**src/config_power_irq_regs.vh**
```
// register offsets, reset values and bit positions of the configuration block
`ifndef CONFIG_POWER_IRQ_REGS_VH
`define CONFIG_POWER_IRQ_REGS_VH

// ---------------------------------------------------------------
// register offsets
// ---------------------------------------------------------------
`define OFS_SERIAL_PORT_MODE   7'h00
`define OFS_POWER_DOWN_CONTROL 7'h01
`define OFS_IRQ_ENABLE_LOW     7'h03
`define OFS_IRQ_ENABLE_HIGH    7'h04
`define OFS_IRQ_STATUS_LOW     7'h05
`define OFS_IRQ_STATUS_HIGH    7'h06

// ---------------------------------------------------------------
// reset values
// ---------------------------------------------------------------
`define RST_SERIAL_PORT_MODE   8'h81
`define RST_POWER_DOWN_CONTROL 8'h48
`define RST_IRQ_ENABLE         8'h00
`define RST_IRQ_STATUS         8'h00

// ---------------------------------------------------------------
// writable and live bit masks
// ---------------------------------------------------------------
`define MASK_ENABLE_LOW        8'hef
`define MASK_ENABLE_HIGH       8'hfc
`define MASK_STATUS_LOW        8'hef
`define MASK_STATUS_HIGH       8'h7c

// ---------------------------------------------------------------
// mode register bits
// ---------------------------------------------------------------
`define BIT_THREE_WIRE         7
`define BIT_LSB_FIRST          6
`define BIT_CONFIG_SELF_CLEAR  5
`define BIT_SHORT_ADDR         4

// ---------------------------------------------------------------
// power control bits
// ---------------------------------------------------------------
`define BIT_BANDGAP_OFF        7
`define BIT_REF_CURRENT_OFF    6
`define BIT_BIAS_CURRENTS_OFF  5
`define BIT_CONV_CLOCK_OFF     2
`define BIT_RETIMER_PLL_OFF    1
`define BIT_RX_DLL_OFF         0

// ---------------------------------------------------------------
// serial frame layout
// ---------------------------------------------------------------
`define BIT_READ_FLAG          7
`define FRAME_LAST_INSTR_BIT   4'd7
`define FRAME_FIRST_DATA_BIT   4'd8
`define FRAME_LAST_DATA_BIT    4'd15

`endif

```
**src/pin_sync.v**
```verilog
// three-stage synchroniser with agreement filter for outside signals
`timescale 1ns/1ps
`default_nettype none

module pin_sync
#(
    parameter WIDTH = 1,
    parameter [WIDTH-1:0] INIT = {WIDTH{1'b0}}
)
(
    // clock and reset
    input  wire             clk,
    input  wire             reset,
    // signals
    input  wire [WIDTH-1:0] async_in,
    output reg  [WIDTH-1:0] sync_q
);

    reg [WIDTH-1:0] stage1_q;
    reg [WIDTH-1:0] stage2_q;
    reg [WIDTH-1:0] stage3_q;
    integer i;

    always @(posedge clk)
    begin
        if (reset)
        begin
            stage1_q <= INIT;
            stage2_q <= INIT;
            stage3_q <= INIT;
            sync_q   <= INIT;
        end
        else
        begin
            stage1_q <= async_in;
            stage2_q <= stage1_q;
            stage3_q <= stage2_q;
            for (i = 0; i < WIDTH; i = i + 1)
            begin
                if (stage2_q[i] == stage3_q[i])
                    sync_q[i] <= stage3_q[i];
            end
        end
    end

endmodule

`default_nettype wire

```
**src/sticky_flags.v**
```verilog
// bank of sticky status flags, set by events, cleared by writing one
`timescale 1ns/1ps
`default_nettype none

module sticky_flags
#(
    parameter WIDTH = 8,
    parameter [WIDTH-1:0] LIVE = {WIDTH{1'b1}}
)
(
    // clock and reset
    input  wire             clk,
    input  wire             reset,
    // control
    input  wire             clear_all,
    input  wire [WIDTH-1:0] set_pulse,
    input  wire [WIDTH-1:0] clear_pulse,
    // state
    output reg  [WIDTH-1:0] flags_q
);

    // a set in the same cycle as its clear wins
    always @(posedge clk)
    begin
        if (reset || clear_all)
            flags_q <= {WIDTH{1'b0}};
        else
            flags_q <= ((flags_q & ~clear_pulse) | set_pulse) & LIVE;
    end

endmodule

`default_nettype wire

```
**src/config_power_irq_regs.v**
```verilog
// serial-port configuration, power-down and interrupt register block
`timescale 1ns/1ps
`default_nettype none
`include "config_power_irq_regs.vh"

module config_power_irq_regs
#(
    parameter CUR_WIDTH = 10
)
(
    // clock and reset
    input  wire                 clk,
    input  wire                 reset,
    // serial port pins
    input  wire                 sclk,
    input  wire                 chip_select_n,
    input  wire                 sdi,
    input  wire                 sio_in,
    output reg                  sio_out,
    output wire                 sio_oe,
    output reg                  sdo,
    // event sources
    input  wire                 fifo_two_slot_warning,
    input  wire                 fifo_one_slot_warning,
    input  wire                 serial_frame_acknowledge,
    input  wire                 rx_dll_warning,
    input  wire                 rx_dll_lock,
    input  wire                 retimer_pll_lock,
    input  wire                 auto_pattern_compare_pass,
    input  wire                 auto_pattern_compare_fail,
    input  wire                 sample_pattern_compare_fail,
    input  wire                 parity_error_falling,
    input  wire                 parity_error_rising,
    // full-scale current path
    input  wire [CUR_WIDTH-1:0] full_scale_current,
    output reg  [CUR_WIDTH-1:0] full_scale_current_out,
    // power-down controls
    output wire                 bandgap_off,
    output wire                 ref_current_off,
    output wire                 bias_currents_off,
    output wire                 conv_clock_path_off,
    output wire                 retimer_pll_off,
    output wire                 rx_dll_off,
    // serial port mode
    output wire                 three_wire_mode,
    output wire                 lsb_first,
    // interrupt request
    output reg                  irq
);

    // ---------------------------------------------------------------
    // pin synchronisers
    // ---------------------------------------------------------------
    wire [3:0]  pins_s;
    wire [10:0] events_s;
    wire        sclk_s;
    wire        cs_n_s;
    wire        sdi_s;
    wire        sio_s;

    pin_sync
    #(
        .WIDTH (4),
        .INIT  (4'h2)
    )
    u_pin_sync
    (
        .clk      (clk),
        .reset    (reset),
        .async_in ({sio_in, sdi, chip_select_n, sclk}),
        .sync_q   (pins_s)
    );

    assign sclk_s = pins_s[0];
    assign cs_n_s = pins_s[1];
    assign sdi_s  = pins_s[2];
    assign sio_s  = pins_s[3];

    pin_sync
    #(
        .WIDTH (11),
        .INIT  (11'h000)
    )
    u_event_sync
    (
        .clk      (clk),
        .reset    (reset),
        .async_in ({parity_error_rising, parity_error_falling,
                    sample_pattern_compare_fail, auto_pattern_compare_fail,
                    auto_pattern_compare_pass, retimer_pll_lock,
                    rx_dll_lock, rx_dll_warning, serial_frame_acknowledge,
                    fifo_one_slot_warning, fifo_two_slot_warning}),
        .sync_q   (events_s)
    );

    // ---------------------------------------------------------------
    // configuration registers
    // ---------------------------------------------------------------
    reg  [7:4] mode_q;
    reg  [7:0] power_q;
    reg  [7:0] enable_low_q;
    reg  [7:0] enable_high_q;
    wire [7:0] status_low;
    wire [7:0] status_high;
    wire [7:0] mode_read;

    reg        wr_stb;
    reg  [6:0] wr_addr;
    reg  [7:0] wr_data;
    wire       soft_reset;
    wire [7:0] mode_rst;

    assign mode_rst = `RST_SERIAL_PORT_MODE;
    // low nibble reads the upper nibble in reversed order
    assign mode_read = {mode_q[7], mode_q[6], mode_q[5], mode_q[4],
                        mode_q[4], mode_q[5], mode_q[6], mode_q[7]};

    assign soft_reset = wr_stb && (wr_addr == `OFS_SERIAL_PORT_MODE)
                        && wr_data[`BIT_CONFIG_SELF_CLEAR];

    always @(posedge clk)
    begin
        if (reset || soft_reset)
        begin
            mode_q        <= mode_rst[7:4];
            power_q       <= `RST_POWER_DOWN_CONTROL;
            enable_low_q  <= `RST_IRQ_ENABLE;
            enable_high_q <= `RST_IRQ_ENABLE;
        end
        else if (wr_stb)
        begin
            case (wr_addr)
                `OFS_SERIAL_PORT_MODE:
                    mode_q <= {wr_data[7:6], 1'b0, wr_data[4]};
                `OFS_POWER_DOWN_CONTROL:
                    power_q <= wr_data;
                `OFS_IRQ_ENABLE_LOW:
                    enable_low_q <= wr_data & `MASK_ENABLE_LOW;
                `OFS_IRQ_ENABLE_HIGH:
                    enable_high_q <= wr_data & `MASK_ENABLE_HIGH;
                default:
                    power_q <= power_q;
            endcase
        end
    end

    assign three_wire_mode     = mode_q[`BIT_THREE_WIRE];
    assign lsb_first           = mode_q[`BIT_LSB_FIRST];
    assign bandgap_off         = power_q[`BIT_BANDGAP_OFF];
    assign ref_current_off     = power_q[`BIT_REF_CURRENT_OFF];
    assign bias_currents_off   = power_q[`BIT_BIAS_CURRENTS_OFF];
    assign conv_clock_path_off = power_q[`BIT_CONV_CLOCK_OFF];
    assign retimer_pll_off     = power_q[`BIT_RETIMER_PLL_OFF];
    assign rx_dll_off          = power_q[`BIT_RX_DLL_OFF];

    always @(posedge clk)
    begin
        if (reset)
            full_scale_current_out <= {CUR_WIDTH{1'b0}};
        else if (ref_current_off)
            full_scale_current_out <= {CUR_WIDTH{1'b0}};
        else
            full_scale_current_out <= full_scale_current;
    end

    // ---------------------------------------------------------------
    // event edges and sticky status
    // ---------------------------------------------------------------
    reg  [10:0] events_prev_q;
    wire [10:0] rise;
    wire [7:0]  set_low;
    wire [7:0]  set_high;
    wire [7:0]  clr_low;
    wire [7:0]  clr_high;

    always @(posedge clk)
    begin
        if (reset)
            events_prev_q <= 11'h000;
        else
            events_prev_q <= events_s;
    end

    assign rise = events_s & ~events_prev_q;

    assign set_low  = {rise[0], rise[1], rise[2], 1'b0,
                       rise[3], rise[4],
                       ~events_s[5] & events_prev_q[5], rise[5]};
    assign set_high = {1'b0, rise[6], rise[7], rise[8],
                       rise[9], rise[10], 2'b00};

    assign clr_low  = (wr_stb && wr_addr == `OFS_IRQ_STATUS_LOW)
                      ? wr_data : 8'h00;
    assign clr_high = (wr_stb && wr_addr == `OFS_IRQ_STATUS_HIGH)
                      ? wr_data : 8'h00;

    sticky_flags
    #(
        .WIDTH (8),
        .LIVE  (`MASK_STATUS_LOW)
    )
    u_status_low
    (
        .clk         (clk),
        .reset       (reset),
        .clear_all   (soft_reset),
        .set_pulse   (set_low),
        .clear_pulse (clr_low),
        .flags_q     (status_low)
    );

    sticky_flags
    #(
        .WIDTH (8),
        .LIVE  (`MASK_STATUS_HIGH)
    )
    u_status_high
    (
        .clk         (clk),
        .reset       (reset),
        .clear_all   (soft_reset),
        .set_pulse   (set_high),
        .clear_pulse (clr_high),
        .flags_q     (status_high)
    );

    always @(posedge clk)
    begin
        if (reset)
            irq <= 1'b0;
        else
            irq <= |((status_low & enable_low_q)
                     | (status_high & enable_high_q));
    end

    // ---------------------------------------------------------------
    // register read mux
    // ---------------------------------------------------------------
    function [7:0] read_reg;
        input [6:0] addr;
        begin
            case (addr)
                `OFS_SERIAL_PORT_MODE:   read_reg = mode_read;
                `OFS_POWER_DOWN_CONTROL: read_reg = power_q;
                `OFS_IRQ_ENABLE_LOW:     read_reg = enable_low_q;
                `OFS_IRQ_ENABLE_HIGH:    read_reg = enable_high_q;
                `OFS_IRQ_STATUS_LOW:     read_reg = status_low;
                `OFS_IRQ_STATUS_HIGH:    read_reg = status_high;
                default:                 read_reg = 8'h00;
            endcase
        end
    endfunction

    // ---------------------------------------------------------------
    // serial frame engine
    // ---------------------------------------------------------------
    reg        sclk_prev_q;
    reg  [3:0] bit_cnt_q;
    reg  [7:0] shift_q;
    reg        read_q;
    reg  [6:0] addr_q;
    reg  [7:0] rd_byte_q;
    wire       sclk_rise;
    wire       sclk_fall;
    wire       in_bit;
    wire [7:0] shift_next;
    wire [2:0] out_idx;

    assign sclk_rise  = ~cs_n_s & sclk_s & ~sclk_prev_q;
    assign sclk_fall  = ~cs_n_s & ~sclk_s & sclk_prev_q;
    // three-wire takes data from the shared line
    assign in_bit     = three_wire_mode ? sio_s : sdi_s;
    assign shift_next = lsb_first ? {in_bit, shift_q[7:1]}
                                  : {shift_q[6:0], in_bit};
    assign out_idx    = lsb_first ? bit_cnt_q[2:0]
                                  : 3'd7 - bit_cnt_q[2:0];

    always @(posedge clk)
    begin
        if (reset)
            sclk_prev_q <= 1'b0;
        else
            sclk_prev_q <= sclk_s;
    end

    always @(posedge clk)
    begin
        wr_stb <= 1'b0;
        if (reset || cs_n_s)
        begin
            bit_cnt_q <= 4'd0;
            shift_q   <= 8'h00;
            read_q    <= 1'b0;
            addr_q    <= 7'h00;
            rd_byte_q <= 8'h00;
            wr_addr   <= 7'h00;
            wr_data   <= 8'h00;
        end
        else if (sclk_rise)
        begin
            shift_q <= shift_next;
            if (bit_cnt_q == `FRAME_LAST_INSTR_BIT)
            begin
                read_q    <= shift_next[`BIT_READ_FLAG];
                addr_q    <= shift_next[6:0];
                rd_byte_q <= read_reg(shift_next[6:0]);
                bit_cnt_q <= `FRAME_FIRST_DATA_BIT;
            end
            else if (bit_cnt_q == `FRAME_LAST_DATA_BIT)
            begin
                // streaming continues at the next address
                wr_stb    <= ~read_q;
                wr_addr   <= addr_q;
                wr_data   <= shift_next;
                addr_q    <= addr_q + 7'd1;
                rd_byte_q <= read_reg(addr_q + 7'd1);
                bit_cnt_q <= `FRAME_FIRST_DATA_BIT;
            end
            else
                bit_cnt_q <= bit_cnt_q + 4'd1;
        end
    end

    // read data changes on the falling serial clock edge
    always @(posedge clk)
    begin
        if (reset)
        begin
            sio_out <= 1'b0;
            sdo     <= 1'b0;
        end
        else if (sclk_fall && bit_cnt_q[3])
        begin
            sio_out <= rd_byte_q[out_idx];
            sdo     <= rd_byte_q[out_idx];
        end
    end

    // shared line driven only in three-wire read data phase
    assign sio_oe = ~cs_n_s & read_q & bit_cnt_q[3] & three_wire_mode;

endmodule

`default_nettype wire

```
**config.mk**
```make
export PLATFORM = sky130hd
export DESIGN_NAME = config_power_irq_regs
export DESIGN_NICKNAME = d
export VERILOG_FILES = /design/src/pin_sync.v /design/src/sticky_flags.v /design/src/config_power_irq_regs.v
export VERILOG_INCLUDE_DIRS = /design/src
export SDC_FILE = /design/constraint.sdc
export NUM_CORES = 1
export LEC_CHECK = 0
export BUFFER_PORTS_ARGS = -buffer_cell sky130_fd_sc_hd__buf_2
export CAP_MARGIN = 0
export CORE_ASPECT_RATIO = 1.5
export CORE_UTILIZATION = 55
export CTS_CLUSTER_SIZE = 24
export DETAILED_ROUTE_END_ITERATION = 8
export PLACE_DENSITY = 0.8
export SLEW_MARGIN = 20
export SYNTH_ARGS = -nofsm -noshare
export SYNTH_HDL_FRONTEND = slang
export SYNTH_SLANG_ARGS = --single-unit
```
**constraint.sdc**
```tcl
create_clock -name clk -period 2.3 [get_ports clk]
set_input_delay 0.345 -clock clk [delete_from_list [all_inputs] [get_ports clk]]
set_output_delay 0.345 -clock clk [all_outputs]
set_load 0.01 [all_outputs]
```
After elaboration in Yosys (flattened, before gate mapping). Cells that the tools add are included.

Mux-type cells: 15. Bitwise logic cells: 27. Equality and inequality tests: 32. Reduce and logical (&&, ||, !) cells: 21. $add $sub $neg: 3. Magnitude comparators: 1.

Operator list (count): $pmux W8 S6 (2); $eq A7 B3 Y1 const B (9); $mux W8 (4); $eq A7 B1 Y1 const B (3); $eq A7 B2 Y1 const B (3); $logic_not A7 Y1 (3); $mux W7 (3); $and A8 B8 Y8 (2); $or A8 B8 Y8 (2); $eq A1 B1 Y1 (15); $reduce_and A2 Y1 (6); $and A11 B11 Y11 (1); $not A11 Y11 (1); $and A1 B1 Y1 (8); $and A7 B8 Y8 (1); $mux W4 (2); $not A1 Y1 (8); $not A8 Y8 (1); $reduce_or A8 Y1 (1); $add A7 B1 Y7 const B (1); $and A7 B7 Y7 (1); $not A7 Y7 (1); $or A7 B7 Y7 (1); $logic_and A1 B1 Y1 (5); 13 further kinds (15).

Input port bits: 27. Output and inout port bits: 22. Register bits: 165. Logic and storage cells: 140.

Logic depth before layout (Yosys ltp).
Depth after elaboration: 6. Mapped depth: 9.

Hierarchy. Synthesis repeated with hierarchy kept, for this count alone.

Cell total of the unflattened synthesis: 834. Area total of the unflattened synthesis: 7415.9 µm².

Modules (own cells, without submodules): config_power_irq_regs (area an instance 5121.2 µm², instances 1, sequential area each 1841.8 µm², cells each 622); pin_sync at u_event_sync (area an instance 1293.7 µm², instances 1, sequential area each 880.8 µm², cells each 114); pin_sync at u_pin_sync (area an instance 471.7 µm², instances 1, sequential area each 320.3 µm², cells each 41); sticky_flags at u_status_low (area an instance 300.3 µm², instances 1, sequential area each 140.1 µm², cells each 32); sticky_flags at u_status_high (area an instance 229.0 µm², instances 1, sequential area each 100.1 µm², cells each 25).

Worst setup path after synthesis. No wires, ideal clock.

Path kind: register to register. From: register mode_q[7] (netlist name). To: register rd_byte_q[7]. Library setup time: 0.120 ns. Path slack: 0.221 ns. Buffers on the path: 1. Required time: 2.180 ns. Arrival time: 1.959 ns. Stages on the path, launching flop included: 8. Cell sequence: dfxtp_1 > buf_6 > mux2_2 > mux2i_4 > mux2_2 > a2bb2oi_1 > a21oi_1 > o31a_1.

Longest elaborated chain between the ends: 5. Elaborated cells between the ends (all ways): 12.

Ends and longest elaborated chain: from (decl) (RTL line config_power_irq_regs.v:99) `reg [7:4] mode_q;`; from (signal assigned) (RTL line config_power_irq_regs.v:125) `mode_q <= mode_rst[7:4];`; from (signal assigned) (RTL line config_power_irq_regs.v:134) `mode_q <= {wr_data[7:6], 1'b0, wr_data[4]};`; $mux W1 (RTL line config_power_irq_regs.v:272) `assign in_bit = three_wire_mode ? sio_s : sdi_s;`; $mux W8 (RTL line config_power_irq_regs.v:273) `assign shift_next = lsb_first ? {in_bit, shift_q[7:1]}`; $eq A7 B3 Y1 (tied with other cells) (RTL line config_power_irq_regs.v:242) `case (addr)`; $pmux W8 S6 (RTL line config_power_irq_regs.v:242); $mux W8 (*) (RTL line config_power_irq_regs.v:302) `` if (bit_cnt_q == `FRAME_LAST_INSTR_BIT) ``; to (signal assigned) (RTL line config_power_irq_regs.v:306) `rd_byte_q <= read_reg(shift_next[6:0]);`; to (signal assigned) (RTL line config_power_irq_regs.v:316) `rd_byte_q <= read_reg(addr_q + 7'd1);`; to (decl) (RTL line config_power_irq_regs.v:262) `reg [7:0] rd_byte_q;`.

Every way passes the cells marked *; elsewhere a longest branch is shown, timed or not. The select of a mux whose other input is x is not followed. A chain may end at the register's enable or synchronous reset.

Final worst setup path.
From: register mode_q[6] (netlist name). To: register rd_byte_q[0].

Longest elaborated chain between the ends: 4. Elaborated cells between the ends (all ways): 9.

Ends and longest elaborated chain (RTL line): $mux W8 (*) (config_power_irq_regs.v:273); $eq A7 B3 Y1 (tied with other cells) (config_power_irq_regs.v:242); $pmux W8 S6 (*) (config_power_irq_regs.v:242); $mux W8 (*) (config_power_irq_regs.v:302).

Every way passes the cells marked *; elsewhere a longest branch is shown, timed or not.

==> impl_metrics.env <==
export IMPL_multi_input_area_um2=3480
export IMPL_synthesis_nets=816
export IMPL_pre_cts_ws_ns=0.0777
export IMPL_outcome="completed"
export IMPL_wl_met2_mm=9.75
export IMPL_die_area_um2=13300
export IMPL_dpl_cell_area_um2=7580
export IMPL_r2r_end="rd_byte_q[0]"
export IMPL_clk_path_buf_depth=2
export IMPL_drv_cap=0
export IMPL_nNetsFinal=878
export IMPL_async_flop_share_pct=0
export IMPL_syn_avg_cell_area_um2=9.02
export IMPL_fin_ws_ns=0.122
export IMPL_syn_inst=783
export IMPL_wl_per_cell_um=19.0
export IMPL_wl_met1_mm=7.37
export IMPL_min_to="u_pin_sync.stage1_q[1]"
export IMPL_start_util_pct=56.5
export IMPL_worst_slew_pin_slew_ns=0.591
export IMPL_ant_nets=0
export IMPL_leakagePower_nw=2.99
export IMPL_routed_wl_mm=19.3
export IMPL_regArea_um2=3280
export IMPL_clk_latency_ns=0.43
export IMPL_area_growth_syn_to_layout_pct=15.8
export IMPL_grt_pass1_vias=5916
export IMPL_overflow=0
export IMPL_final_hold_violation_count=0
export IMPL_layout_common_cells="164 x dfxtp_1, 85 x nor2_1, 76 x nand2_1"
export IMPL_viasPerCell=6.10
export IMPL_cts_num_sinks=164
export IMPL_seq_area_frac_synth_pct=46.5
export IMPL_grt_pass1_wl_mm=30.4
export IMPL_p_per_area_nw_per_um2=702
export IMPL_hold_start="chip_select_n"
export IMPL_vdd_drop_max_mv=0.654
export IMPL_period_share_pct=94.7
export IMPL_tns_ns=0
export IMPL_hold_class="in2reg"
export IMPL_port_buffers=48
export IMPL_worstReg2RegStart="mode_q[6]"
export IMPL_cts_tree="built"
export IMPL_grt_max_degree=80
export IMPL_grt_antenna_before_repair=0
export IMPL_synth_edff_count=0
export IMPL_start_kind="flip-flop"
export IMPL_maxSlewHeadroom_pct=60.5
export IMPL_io_pins=49
export IMPL_post_route_util_pct=65.4
export IMPL_hold_depth=2
export IMPL_finalInstanceArea_um2=8180
export IMPL_htreeDepth=4
export IMPL_p_total_w=0.00574
export IMPL_die_h_um=141
export IMPL_die_x_um=94.5
export IMPL_top_layer="met4"
export IMPL_core_um2=12500
export IMPL_drive_above_1_share_pct=17.9
export IMPL_drt_iter0_drc=674
export IMPL_final_common_cell="dfxtp_1"
export IMPL_route_detailed_drc=0
export IMPL_crit_arrival_ns=2.52
export IMPL_clock_skew_ns=0.0124
export IMPL_ys_ff_latch=164
export IMPL_synth_warnings=0
export IMPL_dp_hpwl_mm=13.9
export IMPL_n_fill_cell=1032
export IMPL_route_met3_wl_mm=1.01
export IMPL_drv_slew=0
export IMPL_max_freq_mhz=459
export IMPL_path_class="reg2reg"
export IMPL_period_needed_ns=2.18
export IMPL_syn_area_um2=7060
export IMPL_synth_main_ff_cell="dfxtp_1"
export IMPL_diodes=0
export IMPL_gp_congestion=0.960
export IMPL_ff2ff_setup_slack_ns=0.12
export IMPL_track_usage_pct=30.0
export IMPL_cts_buffers=17
export IMPL_worstPathMaxFanout=7
export IMPL_rr_worst_depth=6
export IMPL_firstDrtPassIters=9
export IMPL_yosysUniqueCellTypes=74
export IMPL_clkSlewWorstSetupHoldPaths_ns=0.07
export IMPL_cts_hold_buf=0
export IMPL_vias=6188
export IMPL_critPathRequiredTime_ns=2.64
export IMPL_rsz0062_at_grt="false"
export IMPL_end_kind="flip-flop"
export IMPL_num_rows=50
export IMPL_setup_violations_final=0
export IMPL_clockRootBuffer="clkbuf_16"
state kept, by name, summed over array words and instances (netlist names), 3 cells and up:
name,count
u_event_sync.stage1_q,11
addr_q,7
wr_addr,7
enable_high_q,6
u_pin_sync.stage3_q,4
wr_data,8
full_scale_current_out,10
bit_cnt_q,4
rd_byte_q,8
events_prev_q,11
u_status_low.flags_q,7
u_event_sync.stage3_q,11
u_pin_sync.stage1_q,4
u_event_sync.sync_q,11
mode_q,3
enable_low_q,7
u_status_high.flags_q,5
power_q,8
shift_q,8
u_pin_sync.stage2_q,4
u_pin_sync.sync_q,4
u_event_sync.stage2_q,11
per-stage QoR:
step,hold slack [ns],instances
finish,0.0998,1014
global route,0.0969,1014
global placement,0.394,981
floorplan,0.389,783
detailed placement,0.399,981
CTS,0.0936,1013
worst max-delay path, stage by stage (launching register included):
cell,delay (ns)
dfxtp_1,0.43
or3b_1,0.42
a2111o_1,0.52
nor3_4,0.24
nand2_1,0.09
a31o_1,0.24
a211oi_2,0.18
kinds of logic (layout without fill, tap and decap cells):
kind of cell             Yosys count  in the layout  share of synthesized area (%)
buffers and inverters             61            136                           4.30
AND/OR/NAND/NOR                  305            305                           21.5
multiplexers                      45             45                           6.98
XOR/XNOR                           4              4                          0.496
AO/OA/AOI/OAI                    198            198                           19.2
adder cells (fa/ha/maj)            6              6                           1.06
flip-flops                       164            164                           46.5
cell usage after synthesis, drive strengths merged (14+ instances only):
master	number	share of area [%]
a211oi	21	2.6
a21oi	64	4.5
a22oi	17	1.8
o21ai	27	1.9
nor2	86	4.6
buf	14	1.3
dfxtp	164	46
nand2	76	4.0
and2	14	1.3
clkbuf	35	2.3
nor2b	73	6.5
mux2i	39	5.7
worst max path at each step:
stage	from	endpoint	slack, ns	cells after the start
floorplan	mode_q[7]	rd_byte_q[7]	0.22	7
global placement	addr_q[0]	rd_byte_q[4]	0.16	8
detailed placement	addr_q[1]	rd_byte_q[4]	0.08	8
CTS	addr_q[0]	rd_byte_q[0]	0.03	8
global route	mode_q[6]	rd_byte_q[0]	0.02	6
finish	mode_q[6]	rd_byte_q[0]	0.12	6
where the power goes:
part / internal, W / leakage (nW) / switching (W)
Clock: 0.00146 / 0.288 / 0.00131
Sequential: 0.00287 / 1.33 / 0.0000136
Combinational: 0.0000412 / 1.38 / 0.0000457
metal layers:
layer	vias to the layer above	GRT usage (%)
li1	2898	-
met1	2957	34.1
met2	247	51.5
met4	0	18.3
met3	86	5.18
met5	-	0
repair_timing:
item                                    in CTS  in global routing
endpoints found under the setup margin       0                  6
gates resized for setup                      0                  1
buffers inserted                             0                  1
cell type report:
class                   instances  area share, %
clock buffers                  18           5.25
repair buffers                 93           7.22
clock inverters                14           1.99
flip-flops and latches        164           40.1
well taps                     156           2.39
multi-input cells             558           42.5
inverters                      11          0.505
Power figures use the tool's default switching activity.
